<file path="src/core/pecl_regs.svh">
// Constants of the link-port error classifier: offsets, fields, resets, timing.
// Assumes a 100 MHz core clock and a plain strobe register port.
// Operation
// - DLLP protocol error, severity from select bit
// - Fatal message: log fatal, capture header
// - Unsupported request: uncorrectable default, selectable, header
// - Poisoned packet: uncorrectable default, selectable, header
// - Flow control violation: fatal default, selectable
// - Completion timeout: uncorrectable default, selectable
// - Completer abort: uncorrectable default, selectable, header
// - Unexpected completion tag: uncorrectable default, selectable
// - Malformed packet: uncorrectable default, selectable, header
// - Credit overrun: fatal default receive overflow
// - Non-fatal message logged as uncorrectable non-fatal
// - Bad packet CRC or sequence: correctable
// - Bad link packet CRC: correctable
// - Replay count exceeded: correctable rollover
// - Replay timer expiry: correctable timeout
// - Correctable message logged as correctable
// - No reset ack in time: fatal, release hold
// - Surprise link down logged fatal with status
// - Route errors to fatal or non-fatal/correctable logs
// - Record pointer to first uncorrectable status bit
// - Messages in root status; others in device log; messages also set device log bits
// - Capture header of each logged error
`ifndef PECL_REGS_SVH
`define PECL_REGS_SVH

// ****************************************
// Register offsets
// ****************************************
`define PECL_ADDR_UNC_STS 8'h00
`define PECL_ADDR_UNC_SEV 8'h04
`define PECL_ADDR_COR_STS 8'h08
`define PECL_ADDR_ADV_CTL 8'h0C
`define PECL_ADDR_RP_STS 8'h10
`define PECL_ADDR_DEV_STS 8'h14
`define PECL_ADDR_FAT_FIRST 8'h18
`define PECL_ADDR_FAT_NEXT 8'h1C
`define PECL_ADDR_NFC_FIRST 8'h20
`define PECL_ADDR_NFC_NEXT 8'h24
`define PECL_ADDR_HDR_FIRST 8'h28
`define PECL_ADDR_HDR_NEXT 8'h2C
`define PECL_ADDR_HOLD_STS 8'h30

// ****************************************
// Fields and reset values
// ****************************************
`define PECL_UNC_W 13
`define PECL_COR_W 6
`define PECL_NFC_W 19
`define PECL_SEV_RST 13'h0211
`define PECL_SEV_SEL_MASK 13'h03FD
`define PECL_SEV_FIX_FATAL 13'h1802
`define PECL_BIT_DLLP 0
`define PECL_BIT_MSG_FAT 1
`define PECL_BIT_UNSUP 2
`define PECL_BIT_MSG_NF 10
`define PECL_BIT_RST_TMO 11
`define PECL_BIT_LINK_DOWN 12
`define PECL_COR_BAD_TLP 1

// ****************************************
// Timing
// ****************************************
`define PECL_CLK_NS 10
`define PECL_ACK_WAIT_NS 1000000

`endif

</file>
<file path="src/core/pecl_pkg.sv">
// Types of the link-port error classifier.
// Assumes the constants header is included by the design file.
package pecl_pkg;

    typedef enum logic [0:0] {
        PECL_HOLD_IDLE,
        PECL_HOLD_WAIT
    } pecl_hold_state_t;

endpackage : pecl_pkg

</file>
<file path="src/core/pecl_classifier.sv">
// Error detection, severity split and logging for the south bridge link port.
// Assumes error pulses come from link logic on the same clock; supply good is a pin.
`include "pecl_regs.svh"

module pecl_classifier #(
    parameter int unsigned ACK_WAIT_CYC = `PECL_ACK_WAIT_NS / `PECL_CLK_NS
) (
    input wire logic ref_clk_i,
    input wire logic rst_b_i,
    input wire logic [7:0] addr_i,
    input wire logic [31:0] wdata_i,
    input wire logic wr_i,
    input wire logic rd_i,
    output logic [31:0] rdata_o,
    input wire logic dllp_proto_i,
    input wire logic msg_fatal_i,
    input wire logic unsup_req_i,
    input wire logic poisoned_i,
    input wire logic fc_proto_i,
    input wire logic cpl_timeout_i,
    input wire logic cpl_abort_i,
    input wire logic unexp_cpl_i,
    input wire logic malformed_i,
    input wire logic rx_overflow_i,
    input wire logic msg_nonfatal_i,
    input wire logic receiver_err_i,
    input wire logic bad_tlp_i,
    input wire logic bad_dllp_i,
    input wire logic replay_rollover_i,
    input wire logic replay_timeout_i,
    input wire logic msg_corr_i,
    input wire logic link_down_i,
    input wire logic [31:0] hdr_i,
    input wire logic supply_good_i,
    input wire logic hold_start_i,
    input wire logic reset_done_ack_i,
    output logic cpu_hold_o,
    output logic fatal_o,
    output logic nonfatal_o,
    output logic corr_o
);

    // ****************************************
    // Declarations
    // ****************************************
    logic [12:0] unc_sts_q, unc_sev_q, fat_first_q, fat_next_q;
    logic [5:0] cor_sts_q;
    logic [18:0] nfc_first_q, nfc_next_q;
    logic [3:0] ptr_q;
    logic [2:0] rp_sts_q;
    logic [3:0] dev_sts_q;
    logic [31:0] hdr_first_q, hdr_next_q, rdata_q;
    logic hdr_first_vld_q;
    logic sg_s1_q, sg_s2_q, sg_s3_q, sg_q;
    logic tmo_q, cpu_hold_q;
    logic [31:0] wait_cnt_q;
    pecl_pkg::pecl_hold_state_t hold_st_q;
    logic fatal_q, nonfatal_q, corr_q;

    logic [12:0] unc_ev, sev_eff, fat_ev, nf_ev;
    logic [5:0] cor_ev;
    logic [18:0] nfc_ev;
    logic any_ev;
    logic [12:0] fat_first_kept, unc_kept;
    logic [18:0] nfc_first_kept;

    function automatic logic [31:0] clr_of(input logic [7:0] a);
        clr_of = (wr_i && addr_i == a) ? wdata_i : 32'h0000_0000;
    endfunction : clr_of

    function automatic logic [3:0] lowest(input logic [12:0] v);
        lowest = 4'h0;
        for (int i = 12; i >= 0; i--) begin
            if (v[i]) begin
                lowest = 4'(i);
            end
        end
    endfunction : lowest

    // ****************************************
    // Event classification
    // ****************************************
    assign unc_ev = {link_down_i,
                     tmo_q,
                     msg_nonfatal_i,
                     rx_overflow_i,
                     malformed_i,
                     unexp_cpl_i,
                     cpl_abort_i,
                     cpl_timeout_i,
                     fc_proto_i,
                     poisoned_i,
                     unsup_req_i,
                     msg_fatal_i,
                     dllp_proto_i};
    assign cor_ev = {msg_corr_i,
                     replay_timeout_i,
                     replay_rollover_i,
                     bad_dllp_i,
                     bad_tlp_i,
                     receiver_err_i};
    assign sev_eff = (unc_sev_q & `PECL_SEV_SEL_MASK) | `PECL_SEV_FIX_FATAL;
    assign fat_ev = unc_ev & sev_eff;
    assign nf_ev = unc_ev & ~sev_eff;
    assign nfc_ev = {cor_ev, nf_ev};
    assign any_ev = (|unc_ev) | (|cor_ev);
    always_comb begin
        fat_first_kept = fat_first_q & ~13'(clr_of(`PECL_ADDR_FAT_FIRST));
        nfc_first_kept = nfc_first_q & ~19'(clr_of(`PECL_ADDR_NFC_FIRST));
        unc_kept = unc_sts_q & ~13'(clr_of(`PECL_ADDR_UNC_STS));
    end

    // ****************************************
    // Supply good synchroniser
    // ****************************************
    always_ff @(posedge ref_clk_i or negedge rst_b_i) begin
        if (!rst_b_i) begin
            sg_s1_q <= 1'b0;
            sg_s2_q <= 1'b0;
            sg_s3_q <= 1'b0;
            sg_q <= 1'b0;
        end else begin
            sg_s1_q <= supply_good_i;
            sg_s2_q <= sg_s1_q;
            sg_s3_q <= sg_s2_q;
            if (sg_s2_q == sg_s3_q) begin
                sg_q <= sg_s3_q;
            end
        end
    end

    // ****************************************
    // Processor hold and acknowledge wait
    // ****************************************
    always_ff @(posedge ref_clk_i or negedge rst_b_i) begin
        if (!rst_b_i) begin
            hold_st_q <= pecl_pkg::PECL_HOLD_IDLE;
            cpu_hold_q <= 1'b0;
            wait_cnt_q <= 32'h0000_0000;
            tmo_q <= 1'b0;
        end else begin
            tmo_q <= 1'b0;
            case (hold_st_q)
                pecl_pkg::PECL_HOLD_IDLE: begin
                    wait_cnt_q <= 32'h0000_0000;
                    if (hold_start_i) begin
                        hold_st_q <= pecl_pkg::PECL_HOLD_WAIT;
                        cpu_hold_q <= 1'b1;
                    end
                end
                pecl_pkg::PECL_HOLD_WAIT: begin
                    if (reset_done_ack_i) begin
                        hold_st_q <= pecl_pkg::PECL_HOLD_IDLE;
                        cpu_hold_q <= 1'b0;
                    end else if (sg_q) begin
                        if (wait_cnt_q >= ACK_WAIT_CYC - 1) begin
                            hold_st_q <= pecl_pkg::PECL_HOLD_IDLE;
                            cpu_hold_q <= 1'b0;
                            tmo_q <= 1'b1;
                        end else begin
                            wait_cnt_q <= wait_cnt_q + 32'h0000_0001;
                        end
                    end
                end
                default: begin
                    hold_st_q <= pecl_pkg::PECL_HOLD_IDLE;
                    cpu_hold_q <= 1'b0;
                end
            endcase
        end
    end

    // ****************************************
    // Status and severity registers
    // ****************************************
    always_ff @(posedge ref_clk_i or negedge rst_b_i) begin
        if (!rst_b_i) begin
            unc_sts_q <= 13'h0000;
            cor_sts_q <= 6'h00;
            unc_sev_q <= `PECL_SEV_RST;
            rp_sts_q <= 3'h0;
            dev_sts_q <= 4'h0;
        end else begin
            unc_sts_q <= unc_kept | unc_ev;
            cor_sts_q <= (cor_sts_q & ~6'(clr_of(`PECL_ADDR_COR_STS))) | cor_ev;
            if (wr_i && addr_i == `PECL_ADDR_UNC_SEV) begin
                unc_sev_q <= wdata_i[12:0];
            end
            rp_sts_q <= (rp_sts_q & ~3'(clr_of(`PECL_ADDR_RP_STS))) |
                        {msg_fatal_i, msg_nonfatal_i, msg_corr_i};
            dev_sts_q <= (dev_sts_q & ~4'(clr_of(`PECL_ADDR_DEV_STS))) |
                         {unsup_req_i, |fat_ev, |nf_ev, |cor_ev};
        end
    end

    // ****************************************
    // First error pointer
    // ****************************************
    always_ff @(posedge ref_clk_i or negedge rst_b_i) begin
        if (!rst_b_i) begin
            ptr_q <= 4'h0;
        end else if (unc_kept == 13'h0000 && unc_ev != 13'h0000) begin
            ptr_q <= lowest(unc_ev);
        end
    end

    // ****************************************
    // First and next error logs
    // ****************************************
    always_ff @(posedge ref_clk_i or negedge rst_b_i) begin
        if (!rst_b_i) begin
            fat_first_q <= 13'h0000;
            fat_next_q <= 13'h0000;
            nfc_first_q <= 19'h00000;
            nfc_next_q <= 19'h00000;
        end else begin
            if (fat_first_kept == 13'h0000) begin
                fat_first_q <= fat_ev;
                fat_next_q <= fat_next_q & ~13'(clr_of(`PECL_ADDR_FAT_NEXT));
            end else begin
                fat_first_q <= fat_first_kept;
                fat_next_q <= (fat_next_q & ~13'(clr_of(`PECL_ADDR_FAT_NEXT))) | fat_ev;
            end
            if (nfc_first_kept == 19'h00000) begin
                nfc_first_q <= nfc_ev;
                nfc_next_q <= nfc_next_q & ~19'(clr_of(`PECL_ADDR_NFC_NEXT));
            end else begin
                nfc_first_q <= nfc_first_kept;
                nfc_next_q <= (nfc_next_q & ~19'(clr_of(`PECL_ADDR_NFC_NEXT))) | nfc_ev;
            end
        end
    end

    // ****************************************
    // Header capture
    // ****************************************
    always_ff @(posedge ref_clk_i or negedge rst_b_i) begin
        if (!rst_b_i) begin
            hdr_first_q <= 32'h0000_0000;
            hdr_next_q <= 32'h0000_0000;
            hdr_first_vld_q <= 1'b0;
        end else begin
            if (any_ev && (!hdr_first_vld_q || (wr_i && addr_i == `PECL_ADDR_HDR_FIRST))) begin
                hdr_first_q <= hdr_i;
                hdr_first_vld_q <= 1'b1;
            end else if (wr_i && addr_i == `PECL_ADDR_HDR_FIRST) begin
                hdr_first_vld_q <= 1'b0;
            end
            if (any_ev && hdr_first_vld_q) begin
                hdr_next_q <= hdr_i;
            end
        end
    end

    // ****************************************
    // Summary outputs
    // ****************************************
    always_ff @(posedge ref_clk_i or negedge rst_b_i) begin
        if (!rst_b_i) begin
            fatal_q <= 1'b0;
            nonfatal_q <= 1'b0;
            corr_q <= 1'b0;
        end else begin
            fatal_q <= |fat_ev;
            nonfatal_q <= |nf_ev;
            corr_q <= |cor_ev;
        end
    end

    // ****************************************
    // Register read port
    // ****************************************
    always_ff @(posedge ref_clk_i or negedge rst_b_i) begin
        if (!rst_b_i) begin
            rdata_q <= 32'h0000_0000;
        end else if (rd_i) begin
            case (addr_i)
                `PECL_ADDR_UNC_STS: rdata_q <= {19'h00000, unc_sts_q};
                `PECL_ADDR_UNC_SEV: rdata_q <= {19'h00000, unc_sev_q};
                `PECL_ADDR_COR_STS: rdata_q <= {26'h0000000, cor_sts_q};
                `PECL_ADDR_ADV_CTL: rdata_q <= {28'h0000000, ptr_q};
                `PECL_ADDR_RP_STS: rdata_q <= {29'h00000000, rp_sts_q};
                `PECL_ADDR_DEV_STS: rdata_q <= {28'h0000000, dev_sts_q};
                `PECL_ADDR_FAT_FIRST: rdata_q <= {19'h00000, fat_first_q};
                `PECL_ADDR_FAT_NEXT: rdata_q <= {19'h00000, fat_next_q};
                `PECL_ADDR_NFC_FIRST: rdata_q <= {13'h0000, nfc_first_q};
                `PECL_ADDR_NFC_NEXT: rdata_q <= {13'h0000, nfc_next_q};
                `PECL_ADDR_HDR_FIRST: rdata_q <= hdr_first_q;
                `PECL_ADDR_HDR_NEXT: rdata_q <= hdr_next_q;
                `PECL_ADDR_HOLD_STS: rdata_q <= {30'h00000000, sg_q, cpu_hold_q};
                default: rdata_q <= 32'h0000_0000;
            endcase
        end else begin
            rdata_q <= 32'h0000_0000;
        end
    end

    assign rdata_o = rdata_q;
    assign cpu_hold_o = cpu_hold_q;
    assign fatal_o = fatal_q;
    assign nonfatal_o = nonfatal_q;
    assign corr_o = corr_q;

    // ****************************************
    // Assertions
    // ****************************************
    a_dllp_status_set: assert property (@(posedge ref_clk_i) disable iff (!rst_b_i)
        dllp_proto_i |=> unc_sts_q[`PECL_BIT_DLLP])
        else $error("DLLP protocol error not in status");

    a_dllp_fatal_route: assert property (@(posedge ref_clk_i) disable iff (!rst_b_i)
        (dllp_proto_i && unc_sev_q[`PECL_BIT_DLLP]) |=>
        (fat_first_q[`PECL_BIT_DLLP] || fat_next_q[`PECL_BIT_DLLP]) && fatal_q)
        else $error("Fatal DLLP error not in fatal log");

    a_nonfatal_msg_log: assert property (@(posedge ref_clk_i) disable iff (!rst_b_i)
        msg_nonfatal_i |=> (nfc_first_q[`PECL_BIT_MSG_NF] || nfc_next_q[`PECL_BIT_MSG_NF]) && rp_sts_q[1])
        else $error("Non-fatal message not logged");

    a_bad_tlp_corr: assert property (@(posedge ref_clk_i) disable iff (!rst_b_i)
        bad_tlp_i |=> cor_sts_q[`PECL_COR_BAD_TLP] && corr_q)
        else $error("Bad packet not correctable");

    a_first_log_hold: assert property (@(posedge ref_clk_i) disable iff (!rst_b_i)
        (fat_first_q != 13'h0000 && !(wr_i && addr_i == `PECL_ADDR_FAT_FIRST)) |=> $stable(fat_first_q))
        else $error("Fatal first log overwritten");

    a_hold_release: assert property (@(posedge ref_clk_i) disable iff (!rst_b_i)
        tmo_q |-> !cpu_hold_q ##1 unc_sts_q[`PECL_BIT_RST_TMO] && fat_first_q != 13'h0000)
        else $error("Ack timeout did not release hold");

    a_hdr_first_take: assert property (@(posedge ref_clk_i) disable iff (!rst_b_i)
        (any_ev && !hdr_first_vld_q) |=> hdr_first_q == $past(hdr_i) && hdr_first_vld_q)
        else $error("First header not captured");

    a_first_ptr_set: assert property (@(posedge ref_clk_i) disable iff (!rst_b_i)
        (unc_sts_q == 13'h0000 && unc_ev == 13'h0004) |=> ptr_q == 4'h2)
        else $error("First error pointer wrong");

    a_link_down_fatal: assert property (@(posedge ref_clk_i) disable iff (!rst_b_i)
        link_down_i |=> fat_first_q[`PECL_BIT_LINK_DOWN] || fat_next_q[`PECL_BIT_LINK_DOWN])
        else $error("Surprise link down not fatal");

    a_dllp_nonfatal: assert property (@(posedge ref_clk_i) disable iff (!rst_b_i)
        (dllp_proto_i && !unc_sev_q[`PECL_BIT_DLLP]) |=>
        (nfc_first_q[`PECL_BIT_DLLP] || nfc_next_q[`PECL_BIT_DLLP]) && nonfatal_q)
        else $error("Non-fatal DLLP error not logged");

    a_fatal_msg_log: assert property (@(posedge ref_clk_i) disable iff (!rst_b_i)
        msg_fatal_i |=> (fat_first_q[`PECL_BIT_MSG_FAT] || fat_next_q[`PECL_BIT_MSG_FAT]) && rp_sts_q[2])
        else $error("Fatal message not logged");

    a_unsup_dev_log: assert property (@(posedge ref_clk_i) disable iff (!rst_b_i)
        unsup_req_i |=> unc_sts_q[`PECL_BIT_UNSUP] && dev_sts_q[3])
        else $error("Unsupported request not logged");

    a_replay_tmo_corr: assert property (@(posedge ref_clk_i) disable iff (!rst_b_i)
        replay_timeout_i |=> cor_sts_q[4] && corr_q)
        else $error("Replay timeout not correctable");

    a_corr_msg_root: assert property (@(posedge ref_clk_i) disable iff (!rst_b_i)
        msg_corr_i |=> cor_sts_q[5] && rp_sts_q[0] && corr_q)
        else $error("Correctable message not logged");

    a_hold_raise: assert property (@(posedge ref_clk_i) disable iff (!rst_b_i)
        (hold_st_q == pecl_pkg::PECL_HOLD_IDLE && hold_start_i) |=> cpu_hold_q)
        else $error("Processor hold not raised");

    a_ptr_kept: assert property (@(posedge ref_clk_i) disable iff (!rst_b_i)
        (unc_sts_q != 13'h0000 && !(wr_i && addr_i == `PECL_ADDR_UNC_STS)) |=> $stable(ptr_q))
        else $error("First error pointer moved");

    a_hdr_next_take: assert property (@(posedge ref_clk_i) disable iff (!rst_b_i)
        (any_ev && hdr_first_vld_q) |=> hdr_next_q == $past(hdr_i))
        else $error("Next header not captured");

endmodule : pecl_classifier

</file>
<file path="config.mk">
export PLATFORM = sky130hd
export DESIGN_NAME = pecl_classifier
export DESIGN_NICKNAME = d
export VERILOG_FILES = /design/src/core/pecl_pkg.sv /design/src/core/pecl_classifier.sv
export VERILOG_INCLUDE_DIRS = /design/src /design/src/core
export SDC_FILE = /design/constraint.sdc
export NUM_CORES = 1
export LEC_CHECK = 0
export BUFFER_PORTS_ARGS = -buffer_cell sky130_fd_sc_hd__buf_2
export CAP_MARGIN = 20
export CELL_PAD_IN_SITES_DETAIL_PLACEMENT = 0
export CELL_PAD_IN_SITES_GLOBAL_PLACEMENT = 1
export CORE_ASPECT_RATIO = 1.2
export CORE_UTILIZATION = 40
export DETAILED_ROUTE_END_ITERATION = 6
export PLACE_DENSITY = 0.72
export SLEW_MARGIN = 20
export SYNTH_ARGS = -nofsm -noshare
export SYNTH_HDL_FRONTEND = slang
export SYNTH_SLANG_ARGS = --single-unit
</file>
<file path="constraint.sdc">
create_clock -name ref_clk_i -period 3.19 [get_ports ref_clk_i]
set_input_delay 0 -clock ref_clk_i [delete_from_list [all_inputs] [get_ports ref_clk_i]]
set_output_delay 0 -clock ref_clk_i [all_outputs]
set_load 0.01 [all_outputs]
</file>
==> out/results.txt, run 1 <==
Initial Util -> 0.4079
DP Area -> 11,930 sq um
TritonCTS Sinks -> 246
Vias/cell -> 5.679
Cell Pwr Density -> 515.4 nW/um^2
CP bufs+invs -> 1
post-detail-place hpwl -> 22,760 um
fin. max-slew vios -> 0
# fillers -> 2,388
Seq cells post-synth -> 246
most common cell after layout, fill and taps aside -> dfrtp_1
status -> completed
CP Class -> register to register
number of library cell types mapped by synthesis -> 61
H-tree levels -> 1
Num CTS Buffers -> 26
core area -> 26,350 sq um
Yosys warning count -> 0
vias -> 8,751
critical path peak fanout -> 22
Slowest-stage cell, CP -> or4_1
gr ovfl total -> 0
main flop type after synthesis -> dfrtp_1
drt pass-1 iters -> 6
Synth Cell Area -> 10,750 sq um
# Post-CTS Setup Buffers -> 0
crit end category -> register
Synth Area in Adders -> 0.002095
initial antenna violation count -> 0
Rows -> 65
sequential element share of the synthesized area -> 0.5731
Worst Path Arrival -> 2.96 ns
GPL Wtd Cong -> 0.8941
Compound-Gate Fraction of Synth Area -> 0.1495
vias in the first global route -> 8,960
Post-Synth XOR/XNOR Area -> 0.01141
largest family of logic cells by synthesized area -> compound AO/OA/AOI/OAI gates
RSZ-0062 raised after global routing -> false
largest cells by area after synthesis -> dfrtp_1 57%, mux2_2 8.5%, nand2_1 4.5%
total wire length -> 32,910 um
Tcrit/Tclk final -> 0.7986
Hold Fails Final Rpt -> 0
die area -> 27,530 sq um
Synth async-reset ratio -> 1.000
CTS tree -> yes
GRT Util Overall -> 0.2450
Synth top area share -> 0.5658
CTS max path bufs -> 3
Mapped Avg Cell Area -> 11.22 sq um
Max Clock Skew -> 0.01057 ns
first-pass GRT wire length -> 50,990 um
Slew HR -> 0.4091
Post-Route Setup TNS -> 0 ns
CP Data Required Time -> 3.60 ns
Leak -> 5.933 nW
Most common cell on crit path -> nor2_1
most frequent cells in the layout -> 243 x dfrtp_1, 130 x nand2_1, 118 x buf_2
fin area -> 13,670 sq um
mux cell area share after synthesis -> 0.08766
max-cap viol count -> 0
DRC -> 0
delay-heaviest family, CP -> simple AND/OR/NAND/NOR gates
port buffer count -> 119
Worst Max-Slew Pin Slew -> 0.8864 ns
Setup Viol. Count Final -> 0
Cell Chain, Critical Path -> or4_1 > nor2_1 > nand3_1 > nor2_1 > a21oi_4 > buf_4 > mux2_2
cells after synthesis -> 958
post-synthesis simple-gate area fraction -> 0.1468
nets -> 1,284
area grow syn2layout -> 27.18%
Clock Tree Root -> clkbuf_16
Mapped Nets -> 1,056
Worst-path clk slew -> 0.06 ns
share of cells above drive strength 1 -> 0.2537
EDFF count, synth -> 0
boundary pin count -> 133
initial DRC count -> 654
die height -> 181.6 um
Worst Hold Class -> input pin to register
Antenna diodes -> 0
VDD IR-drop max -> 0.0003392 V
max incr delay on CP -> 0.60 ns
Worst-Skew Late Latency -> 0.53 ns
Die X -> 151.6 um
drt wl/cell -> 21.35 um
largest net degree at the start of global routing -> 109
crit start category -> register
min Tclk post-route -> 2.548 ns
ANT nets after route -> 0
Synth area leader -> dfrtp_1
Max Freq -> 0.3925 GHz
power by group:
part	internal, mW	total, mW	switching [mW]
sequential	3.26	3.36	0.0957
combinational	0.249	0.554	0.305
clock	1.89	3.14	1.24
stage by stage:
step | power, mW | util | hold slack, ns | cells | worst slack, ns
after CTS | 7.105 | 0.5188 | 0.06732 | 1541 | 0.6328
after global routing | 7.295 | 0.5188 | 0.09827 | 1541 | 0.4702
final | 7.045 | 0.5188 | 0.09357 | 1541 | 0.6424
after global placement | 3.882 | 0.4527 | 0.1129 | 1409 | 0.4611
after detailed placement | 3.895 | 0.4527 | 0.1096 | 1409 | 0.4596
after floorplan | 3.604 | - | -0.2956 | 958 | 0.9073
cell families (layout without fill, tap and decap cells):
family,count (synthesis),in the layout
mux,84,84
xor+xnor,14,14
compound gates,235,235
fa+ha+maj,2,2
buf+inv,66,314
flops,246,246
simple gates,311,311
state kept, by name, summed over array words and instances, names as in the netlist, 3 cells and up:
name	cells
cor_sts_q	6
dev_sts_q	4
fat_first_q	13
fat_next_q	13
hdr_first_q	32
hdr_next_q	32
nfc_first_q	19
nfc_next_q	19
ptr_q	4
rdata_o	32
rp_sts_q	3
unc_sev_q	13
unc_sts_q	13
wait_cnt_q	32
cell usage after synthesis (3+ instances only):
cell and n:
dfrtp_1 243, nand2_1 130, mux2_2 81, o21ai_0 69, nor2_1 34, and2_1 33
a22oi_1 30, o31ai_1 30, a222oi_1 26, clkbuf_1 26, nand2b_1 22, nand3_1 20
a21oi_1 19, a31oi_1 16, inv_1 16, nand4_1 15, and3_1 12, buf_2 12
nor4_1 12, a21o_1 9, xnor2_1 9, a22o_1 7, nor3_1 7, and4_1 6
buf_6 6, a21boi_0 5, o211ai_1 5, xor2_1 5, nor4b_1 4, a221oi_1 3
buf_1 3, dfstp_2 3, mux2i_1 3, o22ai_1 3, or4_1 3
layer usage:
layer  routed length [um]  share of wire  global-route usage  up-vias
li1                     -              -                   -     3980
met5                    0              0                   0        -
met1                14030           0.43              0.3255     4355
met4                 1115          0.034             0.08990        0
met3                 2182          0.066             0.03668       67
met2                15580           0.47              0.4026      349
repair_timing:
| action | CTS | global route |
|---|---|---|
| hold buffers | 84 | 0 |
| gates resized for setup | 0 | 0 |
| hold endpoints to repair | 273 | 0 |
final cells by class:
| class | instances | area [sq um] | area share |
|---|---|---|---|
| Clock buffer | 39 | 800.8 | 0.05858 |
| Sequential cell | 246 | 6160 | 0.4506 |
| Inverter | 16 | 60.06 | 0.004394 |
| Clock inverter | 9 | 100.1 | 0.007323 |
| Tap cell | 335 | 419.2 | 0.03066 |
| Multi-Input combinational cell | 646 | 4305 | 0.3150 |
| Timing Repair Buffer | 250 | 1824 | 0.1335 |
worst paths after layout:
kind / slack (ns) / startpoint / end / cells past startpoint
worst max register to register: 0.64 / tmo_q / hdr_first_q[22] / 7
worst max-delay path: 0.64 / tmo_q / hdr_first_q[22] / 7
worst min register to register: 0.36 / sg_s1_q / sg_s2_q / 0
min in group asynchronous: 0.11 / rst_b_i / rdata_o[14] / 2
max in group asynchronous: 2.20 / rst_b_i / hdr_next_q[11] / 3
worst min-delay path: 0.09 / wr_i / nfc_first_q[11] / 3
worst reg2reg max path: stages, from the launching register on:
cell	delay [ns]
dfrtp_1	0.50
or4_1	0.61
nor2_1	0.11
nand3_1	0.27
nor2_1	0.34
a21oi_4	0.05
buf_4	0.24
mux2_2	0.32
No activity file was read; power rests on OpenSTA's default activity.
==> inputs of run 2 (changes only) <==
--- a/config.mk
+++ b/config.mk
@@ -6,14 +6,15 @@
 export SDC_FILE = /design/constraint.sdc
 export NUM_CORES = 1
 export LEC_CHECK = 0
+export ABC_AREA = 1
 export BUFFER_PORTS_ARGS = -buffer_cell sky130_fd_sc_hd__buf_2
 export CAP_MARGIN = 20
 export CELL_PAD_IN_SITES_DETAIL_PLACEMENT = 0
 export CELL_PAD_IN_SITES_GLOBAL_PLACEMENT = 1
 export CORE_ASPECT_RATIO = 1.2
-export CORE_UTILIZATION = 40
+export CORE_UTILIZATION = 39
 export DETAILED_ROUTE_END_ITERATION = 6
-export PLACE_DENSITY = 0.72
+export PLACE_DENSITY = 0.77
 export SLEW_MARGIN = 20
 export SYNTH_ARGS = -nofsm -noshare
 export SYNTH_HDL_FRONTEND = slang
==> constraint.sdc (replaced) <==
create_clock -name ref_clk_i -period 2.05 [get_ports ref_clk_i]
set_input_delay 0 -clock ref_clk_i [delete_from_list [all_inputs] [get_ports ref_clk_i]]
set_output_delay 0 -clock ref_clk_i [all_outputs]
set_load 0.01 [all_outputs]
==> run 2 against run 1 <==
First-iteration DRC count up 26%. Global-route usage down 0.44 points. Hold slack worse by 0.090 ns. Core utilization down 0.39 points. Sequential power up 71%. Cell count up 35%. Critical endpoint is now nfc_first_q[18].
==> out/results.txt, run 2 <==
CTS max path bufs -> 3 (unchanged)
Mapped Avg Cell Area -> 8.081 sq um (was 11.22 sq um)
RSZ-0062 raised after global routing -> false (unchanged)
Worst Hold Class -> input pin to async pin (was input pin to register)
VDD IR-drop max -> 0.0005643 V (was 0.0003392 V)
min Tclk post-route -> 1.901 ns (was 2.548 ns)
Most common cell on crit path -> nand2_1 (was nor2_1)
core area -> 28,930 sq um (was 26,350 sq um)
worst reg2reg path depth -> 8 (was 7)
GRT Util Overall -> 0.2405 (was 0.2450)
gr ovfl total -> 0 (unchanged)
main flop type after synthesis -> dfrtp_1 (unchanged)
largest cells by area after synthesis -> dfrtp_1 53%, nand2_1 17%, o21ai_0 5.5% (was dfrtp_1 57%, mux2_2 8.5%, nand2_1 4.5%)
Slew HR -> 0.5994 (was 0.4091)
Synth top cells by count -> 521 x nand2_1, 243 x dfrtp_1, 139 x inv_1 (was 243 x dfrtp_1, 130 x nand2_1, 81 x mux2_2)
ANT nets after route -> 0 (unchanged)
Clock Tree Root -> clkbuf_16 (unchanged)
CP Data Required Time -> 2.53 ns (was 3.60 ns)
Yosys warning count -> 0 (unchanged)
max incr delay on CP -> 0.54 ns (was 0.60 ns)
Worst Path Arrival -> 2.38 ns (was 2.96 ns)
Synth async-reset ratio -> 1.000 (unchanged)
most common cell after layout, fill and taps aside -> nand2_1 (was dfrtp_1)
number of library cell types mapped by synthesis -> 43 (was 61)
Seq cells post-synth -> 246 (unchanged)
Synth area leader -> dfrtp_1 (unchanged)
CP Depth -> 8 (was 7)
Worst-Skew Late Latency -> 0.55 ns (was 0.53 ns)
fin area -> 14,890 sq um (was 13,670 sq um)
critical path peak fanout -> 11 (was 22)
Hold Fails Final Rpt -> 0 (unchanged)
Max Freq -> 0.5260 GHz (was 0.3925 GHz)
CP bufs+invs -> 1 (unchanged)
initial antenna violation count -> 0 (unchanged)
Antenna diodes -> 0 (unchanged)
DP Area -> 12,930 sq um (was 11,930 sq um)
boundary pin count -> 133 (unchanged)
Leak -> 7.280 nW (was 5.933 nW)
post-synthesis simple-gate area fraction -> 0.2833 (was 0.1468)
Synth Cell Area -> 11,510 sq um (was 10,750 sq um)
GPL Wtd Cong -> 0.8875 (was 0.8941)
initial DRC count -> 823 (was 654)
sequential element share of the synthesized area -> 0.5349 (was 0.5731)
Die X -> 158.9 um (was 151.6 um)
crit start category -> register (unchanged)
H-tree levels -> 1 (unchanged)
largest family of logic cells by synthesized area -> simple AND/OR/NAND/NOR gates (was compound AO/OA/AOI/OAI gates)
post-detail-place hpwl -> 26,340 um (was 22,760 um)
mux cell area share after synthesis -> 0 (was 0.08766)
Worst-path clk slew -> 0.06 ns (about the same)
vias -> 10,336 (was 8,751)
Num CTS Buffers -> 27 (was 26)
cells after synthesis -> 1,425 (was 958)
Max Clock Skew -> 0.01433 ns (was 0.01057 ns)
TritonCTS Sinks -> 246 (unchanged)
Cell Pwr Density -> 854.3 nW/um^2 (was 515.4 nW/um^2)
Initial Util -> 0.3981 (was 0.4079)
Post-Route Setup TNS -> 0 ns (unchanged)
max-cap viol count -> 0 (unchanged)
port buffer count -> 119 (unchanged)
Synth top area share -> 0.5281 (was 0.5658)
drt wl/cell -> 17.34 um (was 21.35 um)
area of the multi-input gates -> 4596 sq um (was 4305 sq um)
delay-heaviest family, CP -> simple AND/OR/NAND/NOR gates (unchanged)
die height -> 190.2 um (was 181.6 um)
Worst Max-Slew Pin Slew -> 0.5955 ns (was 0.8864 ns)
most frequent cells in the layout -> 518 x nand2_1, 243 x dfrtp_1, 139 x inv_1 (was 243 x dfrtp_1, 130 x nand2_1, 118 x buf_2)
crit end category -> register (unchanged)
fin. max-slew vios -> 0 (unchanged)
Slowest-stage cell, CP -> dlygate4sd3_1 (was or4_1)
CP Class -> register to register (unchanged)
sequential cell area -> 6160 sq um (unchanged)
Setup Viol. Count Final -> 0 (unchanged)
nets -> 1,768 (was 1,284)
# fillers -> 2,789 (was 2,388)
status -> completed (unchanged)
share of cells above drive strength 1 -> 0.1609 (was 0.2537)
area grow syn2layout -> 29.34% (was 27.18%)
Mapped Nets -> 1,523 (was 1,056)
Tcrit/Tclk final -> 0.9273 (was 0.7986)
drt pass-1 iters -> 5 (was 6)
Compound-Gate Fraction of Synth Area -> 0.1017 (was 0.1495)
vias in the first global route -> 10,232 (was 8,960)
largest net degree at the start of global routing -> 69 (was 109)
count leader, synth -> nand2_1 (was dfrtp_1)
CTS tree -> yes (unchanged)
Cell Chain, Critical Path -> nand2_1 > nand2_1 > nor2_1 > nand3_4 > nor2_8 > nand2_1 > nand2_1 > dlygate4sd3_1 (was or4_1 > nor2_1 > nand3_1 > nor2_1 > a21oi_4 > buf_4 > mux2_2)
DRC -> 0 (unchanged)
Vias/cell -> 4.979 (was 5.679)
Rows -> 68 (was 65)
die area -> 30,220 sq um (was 27,530 sq um)
EDFF count, synth -> 0 (unchanged)
total wire length -> 35,990 um (was 32,910 um)
Post-Synth XOR/XNOR Area -> 0.01065 (was 0.01141)
Synth Area in Adders -> 0.001956 (was 0.002095)
first-pass GRT wire length -> 56,740 um (was 50,990 um)
## run 2: cell types whose count changed after synthesis, moves of 57 or more
cell / change
nand2_1: +391
nand3_1: +70
inv_1: +123
mux2_2: -81
o21ai_0: +57
## run 2: cells by family (layout without fill, tap and decap cells)
logic type / after synthesis / count (layout)
and+or+nand+nor: 763 / 763
DFF: 246 / 246
xor gates and xnor gates: 14 / 14
AOI/OAI and AO/OA: 204 / 204
adders and majority gates: 2 / 2
buffers and inverters: 196 / 462
## run 2: report_power, final
group          internal (mW)  switching [mW]  leakage (nW)
combinational          0.581           0.930          3.82
sequential              5.42           0.341          2.97
clock                   3.40            2.06         0.496
total                   9.39            3.33          7.28
## run 2: stage by stage
step                      hold WS, ns  instances  setup WS (ns)  total power, mW  utilization
after floorplan               -0.2956       1425         0.3696            6.535            -
after global placement       0.001645       1930        0.09776            7.186       0.4471
after detailed placement     0.005593       1930        0.05635            7.237       0.4471
after CTS                     0.03118       2072        0.07740            12.83       0.5136
after global routing          0.06349       2076        0.02311            13.28       0.5148
final                        0.003676       2076         0.1490            12.72       0.5148
## run 2: final timing paths
path	startpoint	slack, ns	endpoint
max in group asynchronous	rst_b_i	1.29	unc_sev_q[0]
setup reg to reg	nfc_first_q[3]	0.15	nfc_first_q[18]
setup / recovery	nfc_first_q[3]	0.15	nfc_first_q[18]
hold reg to reg	sg_s1_q	0.35	sg_s2_q
hold / removal	rst_b_i	0.004	rdata_o[17]
min in group ref_clk_i	rd_i	0.03	rdata_o[26]
## run 2: per-layer routing
metal,part of all wire,global-route usage
met1,0.46,0.3304
met2,0.46,0.3941
met3,0.051,0.02501
met4,0.035,0.09024
met5,0,0
## run 2: cell type report
class,count,area share
repair buffers,270,0.1423
clock buffers,37,0.05192
well taps,385,0.03234
clock inverters,13,0.01546
inverters,142,0.03579
flip-flops and latches,246,0.4136
multi-input cells,983,0.3086
## run 2: what timing repair did
action | 4_1_cts | 5_1_grt
gates resized for setup | 0 | 3
endpoints found under the hold margin | 420 | 0
hold buffers | 92 | 0
setup buffers | 0 | 4
setup endpoints to repair | 0 | 13
## run 2: worst register-to-register path, delay by kind of cell (launching register included)
| kind | cells | cell delay (ns) |
|---|---|---|
| buffers and inverters | 1 | 0.54 |
| DFF | 1 | 0.38 |
| and+or+nand+nor | 7 | 0.92 |
==> inputs of run 3 (changes only) <==
--- a/config.mk
+++ b/config.mk
@@ -6,15 +6,14 @@
 export SDC_FILE = /design/constraint.sdc
 export NUM_CORES = 1
 export LEC_CHECK = 0
-export ABC_AREA = 1
 export BUFFER_PORTS_ARGS = -buffer_cell sky130_fd_sc_hd__buf_2
 export CAP_MARGIN = 20
 export CELL_PAD_IN_SITES_DETAIL_PLACEMENT = 0
 export CELL_PAD_IN_SITES_GLOBAL_PLACEMENT = 1
 export CORE_ASPECT_RATIO = 1.2
-export CORE_UTILIZATION = 39
+export CORE_UTILIZATION = 40
 export DETAILED_ROUTE_END_ITERATION = 6
-export PLACE_DENSITY = 0.77
+export PLACE_DENSITY = 0.75
 export SLEW_MARGIN = 20
 export SYNTH_ARGS = -nofsm -noshare
 export SYNTH_HDL_FRONTEND = slang
==> run 3 against run 2 <==
The flow now finishes with violations (setup timing). Core utilization is 5.1 points higher. Global-route usage is 2.3 points higher. Clock power fell by 10%. Flip-flop and latch count did not move. Critical path depth did not move. Highest routed layer unchanged. Hold slack improved by 0.015 ns. Die area shrank 8.9%. Sequential power fell by 9.0%. Via count down 12%. Non-clock buffer count grew 67. Cell count shrank 22%.
==> out/results.txt, run 3 (synthesis results as in run 1) <==
boundary pin count -> 133 (unchanged)
max incr delay on CP -> 0.45 ns (was 0.54 ns)
# fillers -> 2,268 (was 2,789)
crit start category -> register (unchanged)
drt pass-1 iters -> 6 (was 5)
Cell Pwr Density -> 750.5 nW/um^2 (was 854.3 nW/um^2)
post-route insts no fill -> 1,627 (was 2,076)
Antenna diodes -> 0 (unchanged)
dpl cells -> 1,496 (was 1,930)
vias -> 9,099 (was 10,336)
Setup Viol. Count Final -> 31 (was 0)
Vias/cell -> 5.593 (was 4.979)
CTS tree -> yes (unchanged)
DRC -> 0 (unchanged)
GRT Util Overall -> 0.2633 (was 0.2405)
share of cells above drive strength 1 -> 0.3282 (was 0.1609)
Die X -> 151.6 um (was 158.9 um)
TritonCTS Sinks -> 246 (unchanged)
post-detail-place hpwl -> 25,540 um (was 26,340 um)
core area -> 26,350 sq um (was 28,930 sq um)
gr ovfl total -> 0 (unchanged)
Worst Hold Class -> input pin to async pin (unchanged)
Slowest-stage cell, CP -> or4_4 (was dlygate4sd3_1)
H-tree levels -> 1 (unchanged)
final worst slack -> -0.04166 ns (was 0.1490 ns)
Worst-path clk slew -> 0.06 ns (about the same)
RSZ-0062 raised after global routing -> true (was false)
most frequent cells in the layout -> 243 x dfrtp_1, 128 x nand2_1, 118 x buf_2 (was 518 x nand2_1, 243 x dfrtp_1, 139 x inv_1)
GPL Wtd Cong -> 0.9947 (was 0.8875)
Max Freq -> 0.4781 GHz (was 0.5260 GHz)
Num CTS Buffers -> 27 (unchanged)
die area -> 27,530 sq um (was 30,220 sq um)
ANT nets after route -> 0 (unchanged)
Leak -> 6.569 nW (was 7.280 nW)
Worst-Skew Late Latency -> 0.53 ns (was 0.55 ns)
Hold Fails Final Rpt -> 0 (unchanged)
drt wl/cell -> 21.65 um (was 17.34 um)
fin. max-slew vios -> 0 (unchanged)
crit end category -> register (unchanged)
Post-Route Setup TNS -> -0.8835 ns (was 0 ns)
Slew HR -> 0.6174 (was 0.5994)
status -> finished, violations left (was completed)
largest net degree at the start of global routing -> 63 (was 69)
Critical Path Start -> tmo_q (was nfc_first_q[3])
min Tclk post-route -> 2.092 ns (was 1.901 ns)
CTS max path bufs -> 3 (unchanged)
failing checks -> setup timing
Worst Max-Slew Pin Slew -> 0.5595 ns (was 0.5955 ns)
Layout Utilization -> 0.5655 (was 0.5148)
Worst Path Arrival -> 2.50 ns (was 2.38 ns)
initial DRC count -> 679 (was 823)
VDD IR-drop max -> 0.0006355 V (was 0.0005643 V)
Rows -> 65 (was 68)
vias in the first global route -> 9,634 (was 10,232)
nets -> 1,372 (was 1,768)
Max Clock Skew -> 0.01329 ns (was 0.01433 ns)
area grow syn2layout -> 38.64% (was 29.34%)
most common cell after layout, fill and taps aside -> dfrtp_1 (was nand2_1)
first-pass GRT wire length -> 55,120 um (was 56,740 um)
Tcrit/Tclk final -> 1.020 (was 0.9273)
Place WS -> -0.4103 ns (was 0.05635 ns)
max-cap viol count -> 0 (unchanged)
initial antenna violation count -> 0 (unchanged)
Cell Chain, Critical Path -> or4_4 > nor2_4 > nand3_2 > buf_6 > o21ai_4 > buf_4 > buf_16 > mux2_2 (was nand2_1 > nand2_1 > nor2_1 > nand3_4 > nor2_8 > nand2_1 > nand2_1 > dlygate4sd3_1)
CP Class -> register to register (unchanged)
CP Data Required Time -> 2.46 ns (was 2.53 ns)
Initial Util -> 0.4079 (was 0.3981)
port buffer count -> 119 (unchanged)
total wire length -> 35,220 um (was 35,990 um)
worst reg2reg path startpoint -> tmo_q (was nfc_first_q[3])
critical path peak fanout -> 9 (was 11)
Clock Tree Root -> clkbuf_16 (unchanged)
die height -> 181.6 um (was 190.2 um)
==> run 3: cell types whose count changed in the layout (fill, tap and decap cells not counted), moves of 32 or more <==
cell,change
and2_1,+32
buf_4,+69
inv_1,-123
mux2_2,+58
nand2_1,-390
nand3_1,-71
nor2_1,-35
o21ai_0,-75
==> run 3: stage by stage <==
step	hold WS (ns)	total power [mW]	instance area [sq um]
after global placement	-0.01769	6.207	12990
after detailed placement	-0.01280	6.232	12990
final	0.01825	11.18	14900
after global routing	0.06629	11.56	14900
after CTS	0.03460	11.24	14800
after floorplan	-0.2956	5.665	11060
==> run 3: layer usage <==
layer | part of all wire | vias to the layer above | wire length (um) | GRT usage
met1 | 0.41 | 4513 | 14280 | 0.3326
met3 | 0.064 | 85 | 2251 | 0.04045
met2 | 0.49 | 358 | 17300 | 0.4446
met4 | 0.039 | 0 | 1383 | 0.1101
met5 | 0 | - | 0 | 0
li1 | - | 4143 | - | -
==> run 3: worst paths after layout <==
check / to / slack [ns] / depth (start not counted)
max in group asynchronous: hdr_first_q[2] / 1.32 / 3
setup / recovery: hdr_next_q[21] / -0.04 / 8
hold reg to reg: sg_s2_q / 0.35 / 0
setup reg to reg: hdr_next_q[21] / -0.04 / 8
min in group ref_clk_i: nfc_first_q[5] / 0.06 / 5
hold / removal: rdata_o[13] / 0.02 / 2
==> run 3: layout make-up <==
cell class / count / area (sq um) / share of cell area
multi-input cells: 646 / 4656 / 0.3125
clock inverters: 10 / 131.4 / 0.008817
clock buffers: 37 / 753.2 / 0.05055
well taps: 335 / 419.2 / 0.02813
inverters: 16 / 60.06 / 0.004031
flip-flops and latches: 246 / 6160 / 0.4134
repair buffers: 337 / 2721 / 0.1826
==> run 3: power by group <==
part / switching [mW] / internal [mW]
sequential: 0.171 / 5.07
combinational: 0.542 / 0.500
clock: 1.96 / 2.93
==> run 3: what timing repair did <==
item                                   in CTS  in global routing
cloned                                      1                  1
setup buffers                               3                  0
pin swaps                                   1                  0
setup endpoints to repair                  64                109
endpoints found under the hold margin     405                  0
hold buffers                               80                  0
gates resized for setup                    18                 22
==> run 3: worst max-delay path, delay by kind of cell, from the launching register on <==
| family | cells | cell delay, ns |
|---|---|---|
| mux | 1 | 0.33 |
| simple gates | 3 | 0.62 |
| buf+inv | 3 | 0.46 |
| compound gates | 1 | 0.16 |
| flops | 1 | 0.40 |
